===== src/core/lcdc_pkg.sv =====
// Constants, field positions and types for the segment LCD control block.
// Assumes a single 10 MHz system clock and APB register access.
package lcdc_pkg;
  // Register byte offsets
  localparam logic [7:0] OFF_CTRL = 8'h00;
  localparam logic [7:0] OFF_MODE = 8'h04;
  localparam logic [7:0] OFF_STAT = 8'h08;
  localparam logic [7:0] OFF_RAM = 8'h40;
  // Values after reset
  localparam logic [7:0] CTRL_RESET = 8'h80;
  localparam logic [7:0] MODE_RESET = 8'h00;
  // Control register field positions
  localparam int CTRL_DIVIDER = 6;
  localparam int CTRL_RUN = 5;
  localparam int CTRL_SHOW = 4;
  // Mode register field positions
  localparam int MODE_DBL = 2;
  localparam int MODE_EXP = 3;
  localparam int MODE_SPAN = 4;
  // Source ticks per backplane slot at the slow subclock rate
  localparam logic [9:0] SLOT_STATIC = 10'h200;
  localparam logic [9:0] SLOT_HALF = 10'h100;
  localparam logic [9:0] SLOT_MULTI = 10'h080;
  // External segment count and its RAM byte start
  localparam int EXT_SEGS = 80;
  localparam logic [5:0] EXT_BYTE_OFF = 6'h14;
  // Expander shift phases: two clock cycles per bit
  localparam logic [7:0] EXT_PHASES = 8'ha0;
  // Duty choices, code equals backplane count minus one
  typedef enum logic [1:0] {DUTY_STATIC, DUTY_HALF, DUTY_THIRD, DUTY_QUARTER} lcdc_duty_t;
endpackage


===== src/core/lcdc_tick_if.sv =====
// Carrier between the frame timer, the core and the expander serializer.
// Assumes all three sit on the same system clock.
`timescale 1ns/1ps
interface lcdc_tick_if;
  import lcdc_pkg::*;
  logic slotEnd; // One-cycle pulse at the end of a backplane slot
  logic frameEnd; // One-cycle pulse at the end of a frame
  logic [1:0] comIdx; // Active backplane index
  lcdc_duty_t duty; // Duty in force this frame
  logic fast; // Fastest subclock frame in force
  logic extOn; // Expansion pins in use
  logic [EXT_SEGS-1:0] extBits; // Expander data for the current slot
  modport gen (output slotEnd, frameEnd, comIdx, duty, fast);
  modport core (input slotEnd, frameEnd, comIdx, duty, fast, output extOn, extBits);
  modport exp (input slotEnd, extOn, extBits);
endinterface


===== src/core/lcdc_top.sv =====
// Segment LCD controller core: APB registers, display RAM and scan-out.
// Assumes an APB master on clk and a standby level from power control.
`timescale 1ns/1ps
module lcdc_top
  import lcdc_pkg::*;
#(
  parameter int SEG_PINS = 40,
  parameter int RAM_BYTES = 64
)
(
  // Clock and reset
  input wire logic clk,
  input wire logic rstn,
  // APB slave
  input wire logic psel,
  input wire logic penable,
  input wire logic pwrite,
  input wire logic [7:0] paddr,
  input wire logic [31:0] pwdata,
  input wire logic [3:0] pstrb,
  output logic [31:0] prdata,
  output logic pready,
  output logic pslverr,
  // Clock and power inputs
  input wire logic subClkPin,
  input wire logic standbyIn,
  // Panel drive
  output logic dividerOn,
  output logic [3:0] backplane,
  output logic acPhase,
  output logic [SEG_PINS-1:0] segData,
  output logic [SEG_PINS-1:0] segActive,
  // Expander pins
  output logic extData,
  output logic extShift,
  output logic extLatch,
  output logic extOeN
);
  localparam logic [3:0] TOP_GRP = 4'(SEG_PINS / 4 - 1);

  logic [6:0] ctrl_ff, nxt_ctrl; // Writable control bits
  logic [7:0] mode_ff, nxt_mode; // Duty, doubling, expansion, span
  logic [7:0] ram_ff [RAM_BYTES]; // Display RAM
  logic [7:0] nxt_ram [RAM_BYTES];
  logic [31:0] rd_ff, nxt_rd;
  logic rdy_ff, nxt_rdy;
  logic err_ff, nxt_err;
  logic div_ff, nxt_div;
  logic [3:0] bp_ff, nxt_bp;
  logic ac_ff, nxt_ac;
  logic [SEG_PINS-1:0] seg_ff, nxt_seg;
  logic [SEG_PINS-1:0] act_ff, nxt_act;
  logic [EXT_SEGS-1:0] extBits;
  logic wrEn, running, showRam, extMode;
  logic [3:0] span;
  lcdc_duty_t dutySet;

  lcdc_tick_if tk ();

  // Address decode shared by the error answer and the write strobe
  function automatic logic apbHit(input logic [7:0] a);
    return (a == OFF_CTRL) || (a == OFF_MODE) || (a == OFF_STAT) ||
      (a[7:6] == OFF_RAM[7:6]);
  endfunction

  // One display RAM bit; the fast frame sees only the upper half
  function automatic logic ramBit(input logic [5:0] off, input logic hi,
    input logic [1:0] com, input logic fast);
    logic [5:0] idx;
    idx = fast ? {1'b1, off[4:0]} : off;
    return ram_ff[idx][{hi, com}];
  endfunction

  // Number of segment groups minus one
  function automatic logic [3:0] spanEff(input logic [3:0] c);
    return c[3] ? {3'h4, c[0]} : {1'b0, c[2:0]};
  endfunction

  assign dutySet = lcdc_duty_t'(mode_ff[1:0]);
  assign span = mode_ff[MODE_SPAN +: 4];
  assign extMode = mode_ff[MODE_EXP];
  // standby halts like a cleared run bit
  assign running = ctrl_ff[CTRL_RUN] && !standbyIn;
  assign showRam = ctrl_ff[CTRL_SHOW];
  assign wrEn = psel && penable && rdy_ff && pwrite && !err_ff;

  lcdc_frame_gen u_frame (
    .clk(clk),
    .rstn(rstn),
    .subClkPin(subClkPin),
    .frameSel(ctrl_ff[3:0]),
    .duty(dutySet),
    .run(running),
    .tk(tk.gen)
  );

  lcdc_expander u_exp (
    .clk(clk),
    .rstn(rstn),
    .standbyIn(standbyIn),
    .run(running),
    .tk(tk.exp),
    .extData(extData),
    .extShift(extShift),
    .extLatch(extLatch),
    .extOeN(extOeN)
  );

  // APB answer in the first access cycle, no wait states
  always_comb
  begin
    nxt_rdy = psel && !penable;
    nxt_err = psel && !penable && !apbHit(paddr);
    nxt_rd = 32'h0000_0000;
    if (psel && !penable && !pwrite)
    begin
      if (paddr == OFF_CTRL)
      begin
        nxt_rd = {24'h000000, 1'b1, ctrl_ff};
      end
      else if (paddr == OFF_MODE)
      begin
        nxt_rd = {24'h000000, mode_ff};
      end
      else if (paddr == OFF_STAT)
      begin
        nxt_rd = {27'h0000000, running, tk.comIdx, ac_ff, div_ff};
      end
      else if (paddr[7:6] == OFF_RAM[7:6])
      begin
        nxt_rd = {ram_ff[{paddr[5:2], 2'h3}], ram_ff[{paddr[5:2], 2'h2}],
          ram_ff[{paddr[5:2], 2'h1}], ram_ff[{paddr[5:2], 2'h0}]};
      end
    end
  end

  // Register and RAM writes; a halt leaves them untouched
  always_comb
  begin
    nxt_ctrl = ctrl_ff;
    nxt_mode = mode_ff;
    nxt_ram = ram_ff;
    if (wrEn && paddr == OFF_CTRL && pstrb[0])
    begin
      nxt_ctrl = pwdata[6:0];
    end
    if (wrEn && paddr == OFF_MODE && pstrb[0])
    begin
      nxt_mode = pwdata[7:0];
    end
    // byte lanes allow byte or word
    for (int b = 0; b < 4; b++)
    begin
      if (wrEn && paddr[7:6] == OFF_RAM[7:6] && pstrb[b])
      begin
        nxt_ram[{paddr[5:2], 2'(b)}] = pwdata[8*b +: 8];
      end
    end
  end

  // Panel drive levels
  always_comb
  begin
    nxt_div = ctrl_ff[CTRL_DIVIDER] && running;
    nxt_ac = (running && tk.frameEnd) ? !ac_ff : ac_ff;
    nxt_bp = 4'h0;
    if (running)
    begin
      unique case (tk.duty)
        DUTY_STATIC: nxt_bp = mode_ff[MODE_DBL] ? 4'hf : 4'h1;
        DUTY_HALF:
          if (mode_ff[MODE_DBL])
          begin
            nxt_bp = tk.comIdx[0] ? 4'hc : 4'h3;
          end
          else
          begin
            nxt_bp = tk.comIdx[0] ? 4'h2 : 4'h1;
          end
        DUTY_THIRD, DUTY_QUARTER: nxt_bp = 4'(4'h1 << tk.comIdx);
      endcase
    end
  end

  // On-chip segment data, rebuilt every cycle from RAM
  always_comb
  begin
    logic [3:0] grp;
    grp = 4'h0;
    nxt_seg = '0;
    nxt_act = '0;
    for (int s = 0; s < SEG_PINS; s++)
    begin
      grp = 4'(s / 4);
      // span picks segments from the top
      nxt_act[s] = (grp >= TOP_GRP - spanEff(span)) && !(extMode && grp == TOP_GRP);
      nxt_seg[s] = running && showRam && nxt_act[s] &&
        ramBit(6'(s / 2), 1'(s % 2), tk.comIdx, tk.fast);
    end
  end

  // Expander data for the current backplane
  always_comb
  begin
    logic [5:0] base;
    base = (span == 4'h0) ? 6'h00 : EXT_BYTE_OFF;
    extBits = '0;
    for (int j = 0; j < EXT_SEGS; j++)
    begin
      extBits[j] = showRam && ramBit(6'(base + 6'(j / 2)), 1'(j % 2), tk.comIdx, tk.fast);
    end
  end

  assign tk.extOn = extMode;
  assign tk.extBits = extBits;

  // State registers
  always_ff @(posedge clk)
  begin
    if (!rstn)
    begin
      ctrl_ff <= CTRL_RESET[6:0];
      mode_ff <= MODE_RESET;
      ram_ff <= '{default: 8'h00};
      rd_ff <= 32'h0000_0000;
      rdy_ff <= 1'b0;
      err_ff <= 1'b0;
      div_ff <= 1'b0;
      bp_ff <= 4'h0;
      ac_ff <= 1'b0;
      seg_ff <= '0;
      act_ff <= '0;
    end
    else
    begin
      ctrl_ff <= nxt_ctrl;
      mode_ff <= nxt_mode;
      ram_ff <= nxt_ram;
      rd_ff <= nxt_rd;
      rdy_ff <= nxt_rdy;
      err_ff <= nxt_err;
      div_ff <= nxt_div;
      bp_ff <= nxt_bp;
      ac_ff <= nxt_ac;
      seg_ff <= nxt_seg;
      act_ff <= nxt_act;
    end
  end

  assign prdata = rd_ff;
  assign pready = rdy_ff;
  assign pslverr = err_ff;
  assign dividerOn = div_ff;
  assign backplane = bp_ff;
  assign acPhase = ac_ff;
  assign segData = seg_ff;
  assign segActive = act_ff;
endmodule


===== src/core/lcdc_frame_gen.sv =====
// Frame timer: picks the frame clock source and divides it into slots.
// Assumes the subclock pin is asynchronous to clk and much slower.
`timescale 1ns/1ps
module lcdc_frame_gen
  import lcdc_pkg::*;
(
  // Clock and reset
  input wire logic clk,
  input wire logic rstn,
  // Watch subclock pin
  input wire logic subClkPin,
  // Live settings from the core
  input wire logic [3:0] frameSel,
  input wire lcdc_duty_t duty,
  input wire logic run,
  // Timing towards the core
  lcdc_tick_if.gen tk
);
  logic [2:0] sync_ff, nxt_sync; // Subclock synchroniser
  logic stable_ff, nxt_stable; // Filtered subclock level
  logic half_ff, nxt_half; // Subclock divided by two
  logic [7:0] pre_ff, nxt_pre; // System clock prescaler
  logic [9:0] cnt_ff, nxt_cnt; // Ticks within slot
  logic [1:0] com_ff, nxt_com; // Current backplane
  logic [3:0] sel_ff, nxt_sel; // Frame source in force
  lcdc_duty_t duty_ff, nxt_duty; // Duty in force
  logic slot_ff, nxt_slot; // Slot end pulse
  logic frame_ff, nxt_frame; // Frame end pulse
  logic subEdge, sysTick, srcTick, fastNow;
  logic [7:0] mask;
  logic [9:0] len;

  // Ticks per slot; the fast setting halves every length
  function automatic logic [9:0] slotLen(input lcdc_duty_t d, input logic f);
    logic [9:0] l;
    unique case (d)
      DUTY_STATIC: l = SLOT_STATIC;
      DUTY_HALF: l = SLOT_HALF;
      DUTY_THIRD, DUTY_QUARTER: l = SLOT_MULTI;
    endcase
    return f ? (l >> 1) : l;
  endfunction

  // Source selection and slot counting
  always_comb
  begin
    // Only the second and third stages are compared
    nxt_sync = {sync_ff[1:0], subClkPin};
    nxt_stable = (sync_ff[1] == sync_ff[2]) ? sync_ff[2] : stable_ff;
    subEdge = (sync_ff[1] == sync_ff[2]) && sync_ff[2] && !stable_ff;
    nxt_half = subEdge ? !half_ff : half_ff;
    nxt_pre = pre_ff + 8'h01;
    mask = 8'((9'h002 << sel_ff[2:0]) - 9'h001);
    sysTick = &(pre_ff | ~mask);
    fastNow = !sel_ff[3] && !sel_ff[1] && !sel_ff[0];
    srcTick = sel_ff[3] ? sysTick : (sel_ff[1] ? (subEdge && half_ff) : subEdge);
    len = slotLen(duty_ff, fastNow);
    nxt_cnt = cnt_ff;
    nxt_com = com_ff;
    nxt_sel = sel_ff;
    nxt_duty = duty_ff;
    nxt_slot = 1'b0;
    nxt_frame = 1'b0;
    if (!run)
    begin
      // Halted: counters hold, settings follow software
      nxt_sel = frameSel;
      nxt_duty = duty;
    end
    else if (srcTick)
    begin
      if (cnt_ff == len - 10'h001)
      begin
        nxt_cnt = 10'h000;
        nxt_slot = 1'b1;
        if (com_ff == 2'(duty_ff))
        begin
          nxt_com = 2'h0;
          nxt_frame = 1'b1;
          nxt_sel = frameSel;
          nxt_duty = duty;
        end
        else
        begin
          nxt_com = com_ff + 2'h1;
        end
      end
      else
      begin
        nxt_cnt = cnt_ff + 10'h001;
      end
    end
  end

  // Registers
  always_ff @(posedge clk)
  begin
    if (!rstn)
    begin
      sync_ff <= 3'h0;
      stable_ff <= 1'b0;
      half_ff <= 1'b0;
      pre_ff <= 8'h00;
      cnt_ff <= 10'h000;
      com_ff <= 2'h0;
      sel_ff <= 4'h0;
      duty_ff <= DUTY_STATIC;
      slot_ff <= 1'b0;
      frame_ff <= 1'b0;
    end
    else
    begin
      sync_ff <= nxt_sync;
      stable_ff <= nxt_stable;
      half_ff <= nxt_half;
      pre_ff <= nxt_pre;
      cnt_ff <= nxt_cnt;
      com_ff <= nxt_com;
      sel_ff <= nxt_sel;
      duty_ff <= nxt_duty;
      slot_ff <= nxt_slot;
      frame_ff <= nxt_frame;
    end
  end

  assign tk.slotEnd = slot_ff;
  assign tk.frameEnd = frame_ff;
  assign tk.comIdx = com_ff;
  assign tk.duty = duty_ff;
  assign tk.fast = !sel_ff[3] && !sel_ff[1] && !sel_ff[0];
endmodule


===== src/core/lcdc_expander.sv =====
// Serializer for the external segment expander chip.
// Assumes a slot lasts longer than one full shift of all external bits.
`timescale 1ns/1ps
module lcdc_expander
  import lcdc_pkg::*;
(
  // Clock and reset
  input wire logic clk,
  input wire logic rstn,
  // Power state
  input wire logic standbyIn,
  input wire logic run,
  // Data from the core
  lcdc_tick_if.exp tk,
  // Expander pins
  output logic extData,
  output logic extShift,
  output logic extLatch,
  output logic extOeN
);
  logic [EXT_SEGS-1:0] sh_ff, nxt_sh; // Bits still to send
  logic [7:0] ph_ff, nxt_ph; // Remaining shift phases
  logic dat_ff, nxt_dat;
  logic clk_ff, nxt_clk;
  logic lat_ff, nxt_lat;
  logic oen_ff, nxt_oen;

  // Shift sequence: data, rising shift clock, next bit, latch at end
  always_comb
  begin
    nxt_sh = sh_ff;
    nxt_ph = ph_ff;
    nxt_dat = dat_ff;
    nxt_clk = 1'b0;
    nxt_lat = 1'b0;
    nxt_oen = standbyIn || !tk.extOn;
    if (!run)
    begin
      // Halted: data holds, clocks low
      nxt_ph = 8'h00;
    end
    else if (tk.slotEnd && tk.extOn)
    begin
      nxt_sh = tk.extBits;
      nxt_ph = EXT_PHASES;
    end
    else if (ph_ff != 8'h00)
    begin
      nxt_ph = ph_ff - 8'h01;
      if (ph_ff[0])
      begin
        nxt_clk = 1'b1;
        nxt_sh = sh_ff >> 1;
      end
      else
      begin
        nxt_dat = sh_ff[0];
      end
      nxt_lat = (ph_ff == 8'h01);
    end
  end

  // Registers
  always_ff @(posedge clk)
  begin
    if (!rstn)
    begin
      sh_ff <= '0;
      ph_ff <= 8'h00;
      dat_ff <= 1'b0;
      clk_ff <= 1'b0;
      lat_ff <= 1'b0;
      oen_ff <= 1'b1;
    end
    else
    begin
      sh_ff <= nxt_sh;
      ph_ff <= nxt_ph;
      dat_ff <= nxt_dat;
      clk_ff <= nxt_clk;
      lat_ff <= nxt_lat;
      oen_ff <= nxt_oen;
    end
  end

  assign extData = dat_ff;
  assign extShift = clk_ff;
  assign extLatch = lat_ff;
  assign extOeN = oen_ff;
endmodule


===== config.mk =====
export PLATFORM = sky130hd
export DESIGN_NAME = lcdc_top
export DESIGN_NICKNAME = d
export VERILOG_FILES = /design/src/core/lcdc_pkg.sv /design/src/core/lcdc_tick_if.sv /design/src/core/lcdc_top.sv /design/src/core/lcdc_frame_gen.sv /design/src/core/lcdc_expander.sv
export SDC_FILE = /design/constraint.sdc
export NUM_CORES = 2
export LEC_CHECK = 0
export ABC_CLOCK_PERIOD_IN_PS = 2850
export BUFFER_PORTS_ARGS = -buffer_cell sky130_fd_sc_hd__buf_4
export CAP_MARGIN = 30
export CORE_MARGIN = 2
export CORE_UTILIZATION = 37
export DETAILED_ROUTE_END_ITERATION = 8
export MAX_ROUTING_LAYER = met4
export PLACE_DENSITY_LB_ADDON = 0.15
export SLEW_MARGIN = 20
export SYNTH_ARGS = -nofsm -noshare
export SYNTH_HDL_FRONTEND = slang
export SYNTH_SLANG_ARGS = --single-unit

===== constraint.sdc =====
create_clock -name clk -period 2.85 [get_ports clk]
set_input_delay 0 -clock clk [delete_from_list [all_inputs] [get_ports clk]]
set_output_delay 0 -clock clk [all_outputs]
set_load 0.01 [all_outputs]

==> results.yml <==
logic_synthesis:
  synth_top_area_cell: "dfxtp_1"
  synth_common_cells: "nand2_1 (822), dfxtp_1 (742), a21boi_0 (475)"
  synth.net_count: 4605
  ys_seq_area_frac: 0.364
  netlist_area_sq_um: 40900
  synth_top_cell_area_share: 0.364
  synth_ff_type: "dfxtp_1"
  synth_area_leaders: "dfxtp_1 (36%), mux4_2 (16%), a21boi_0 (8.7%), nand2_1 (7.6%), nand3_1 (4.6%)"
  netlist-cell-type-count: 65
  avgSynthCellArea_sq_um: 8.99
  synth_edf_count: 0
  yosysWarnings: 0
  synth_most_common_cell: "nand2_1"
  ys_ff_latch: 742
  ys_async_sr_fraction: 0
  syn_inst: 4542
clock_network:
  post_cts_buffers: 0
  cts_tree: "done"
  clkSinkCount: 742
  cts-buffers-inserted: 88
  clockRootBuffer: "clkbuf_16"
  clk_latency_ns: 0.69
  path_clk_slew_ns: 0.06
  cts_max_path_buffers: 3
  h-tree-depth: 3
timing:
  setup_violations: 1
  finalMaxSlewViolations: 0
  finalHoldViolCount: 0
  rsz0062_at_grt: "no"
  skew_ns: 0.0305
  worst_pin_slew_ns: 1.43
  max_freq_ghz: 0.350
  holdWs_ns: 0.0601
  finalWorstSetupSlack_ns: -0.00514
  post-route-period-util: 1.00
  max-slew-margin-rel: 0.0441
  period_minus_slack_ns: 2.86
detailed_routing:
  routedWlPerCell_um: 29.0
  wirelength_mm: 178
  drt-initial-drc-count: 4822
  antenna_left: 0
  vias: 37800
  drc_errors: 0
  via_per_inst: 6.14
  drtPass1Iterations: 6
job:
  max-cap-violations: 0
floorplanning:
  die_h_um: 336
  fp.coreArea_sq_um: 109000
  initial_core_util: 0.374
  ios: 175
  fp.dieArea_sq_um: 113000
  rows: 121
  die_x_um: 336
critical_path:
  arrival_ns: 3.42
  worst-path-buf-inv: 0
  path_cells: "nand2b_1 > ha_1 > o22ai_1 > nor2_1 > nor3b_1 > nand2_2 > nor2_1"
  path_max_fanout: 10
  end_kind: "flop"
  cp_top_family: "simple AND/OR/NAND/NOR gates"
  cpMostUsedCell: "nor2_1"
  cp_slowest_stage_delay_ns: 0.55
  slowest_stage: "dfxtp_1"
  start_kind: "flop"
  criticalPathCategory: "flop to flop"
  required_ns: 3.42
pwr:
  pwr-share-seq: 0.444
  power_density_nw_per_um2: 491
  p_sw_mw: 5.48
  clockPowerShare: 0.513
  p_comb_frac: 0.043
  ir_drop_uv: 434
  leakagePower_nw: 15.9
  swShare: 0.235
  p_int_mw: 17.9
cells_and_area:
  drive_gt1_frac: 0.189
  nets: 4667
  fin_util: 0.436
  layoutNonFillerInstCount: 6148
  syn2layout_area_growth_pct: 16.6
global_route:
  grt.overflow.total: 0
  grt_antenna_before_repair: 4
  grt_pass1_vias: 35600
  grt_usage: 0.318
  grt_max_degree: 241
  grt_pass1_wl_mm: 257
run_status:
  violations: "negative setup slack"
  outcome: "finished, violations left"
place:
  place_inst: 5936
  dp_hpwl_mm: 125
  io_buffers: 174
  routabilityCongestion: 0.984
worst_hold_path:
  hold_path.class: "primary input to flop"
## power groups by stage
stage	sequential, mW	combinational [mW]	clock [mW]
global placement	10.6	0.947	0
CTS	10.4	0.998	12.2
detailed placement	10.6	0.943	0
finish	10.4	1.01	12.0
global route	10.4	1.05	12.6
floorplan	10.6	0.568	0
## final timing paths
path	startpoint	end	slack [ns]	cells after the start
hold reg to reg	u_frame.sync_ff[0]	u_frame.sync_ff[1]	0.44	1
hold / removal	paddr[1]	prdata[5]	0.06	5
setup reg to reg	mode_ff[7]	segData[38]	-0.005	7
setup / recovery	mode_ff[7]	segData[38]	-0.005	7
## area by class of cell
type | count | area, sq um
repair buffers | 454 | 3910
multi-input cells | 3302 | 23900
clock buffers | 118 | 2540
clock inverters | 36 | 477
flip-flops and latches | 742 | 14900
inverters | 16 | 61.3
fillers | 10700 | 61500
diodes | 4 | 10.0
well taps | 1476 | 1850
## cell families (layout without fill, tap and decap cells)
family	Yosys count	count (layout)	share of synthesized area
AO/OA/AOI/OAI	1208	1208	0.198
XOR/XNOR	19	19	0.00407
adder cells (fa/ha/maj)	12	12	0.00368
buffers and inverters	498	624	0.0548
flip-flops	742	742	0.364
multiplexers	476	476	0.206
other	0	4	0
AND/OR/NAND/NOR	1587	1587	0.170
## through the flow
stage | cell area (sq um) | setup TNS, ns | setup slack, ns | power [mW]
after CTS | 47600 | 0 | 0.130 | 23.5
final | 47600 | -0.00514 | -0.00514 | 23.4
after detailed placement | 44100 | 0 | 0.0314 | 11.6
after global routing | 47600 | 0 | 0.00524 | 24.0
after global placement | 44100 | 0 | 0.0557 | 11.6
after floorplan | 40900 | 0 | 0.674 | 11.2
## cell usage in the layout, fill, tap and decap left out, types with 12 or more instances in the layout
master	Yosys	layout
inv_1	16	14
dfxtp_1	742	740
clkbuf_16	0	92
and2_1	15	15
ha_1	12	12
nor2_2	12	13
nor3_1	19	16
a311oi_1	44	44
nand2_1	822	820
a221oi_1	12	12
a211oi_1	54	54
a2111oi_0	14	13
a31oi_1	37	37
clkbuf_8	0	14
nor2b_1	65	63
mux2i_1	185	185
dlygate4sd3_1	0	54
buf_12	0	28
nor2_1	194	185
xnor2_1	17	17
o211ai_1	15	15
buf_4	58	369
clkbuf_1	284	12
mux4_2	290	290
a22o_1	33	33
o21ai_1	15	15
nand3_1	377	376
a21oi_1	153	152
and3_1	32	28
a21boi_0	475	475
clkinv_2	0	13
nand2b_1	12	12
o21ai_0	287	287
## state kept, by name, indices dropped and copies added (netlist names), 3 cells and up
signal           flops
ram_ff             512
u_exp.sh_ff         80
segData             40
prdata              32
segActive           10
u_frame.cnt_ff      10
mode_ff              8
u_exp.ph_ff          8
u_frame.pre_ff       8
ctrl_ff              7
backplane            4
u_frame.sel_ff       4
u_frame.sync_ff      3
## tightest hold or removal path, stage by stage
cell	delay (ns)
buf_4	0.07
or4_1	0.16
nor3_1	0.09
a22oi_1	0.24
a21oi_1	0.12
## layer usage
layer / routed length (um) / global-route usage
met3: 17200 / 0.0669
met4: 7570 / 0.121
met5: 0 / -
met2: 78000 / 0.470
met1: 75300 / 0.427
## what timing repair did
| action | in CTS | in global routing |
|---|---|---|
| hold buffers | 54 | 0 |
| setup endpoints to repair | 1 | 1 |
| cloned | 0 | 0 |
| resized for setup | 1 | 2 |
| hold endpoints to repair | 601 | 0 |
(Power assumes the default switching activity.)
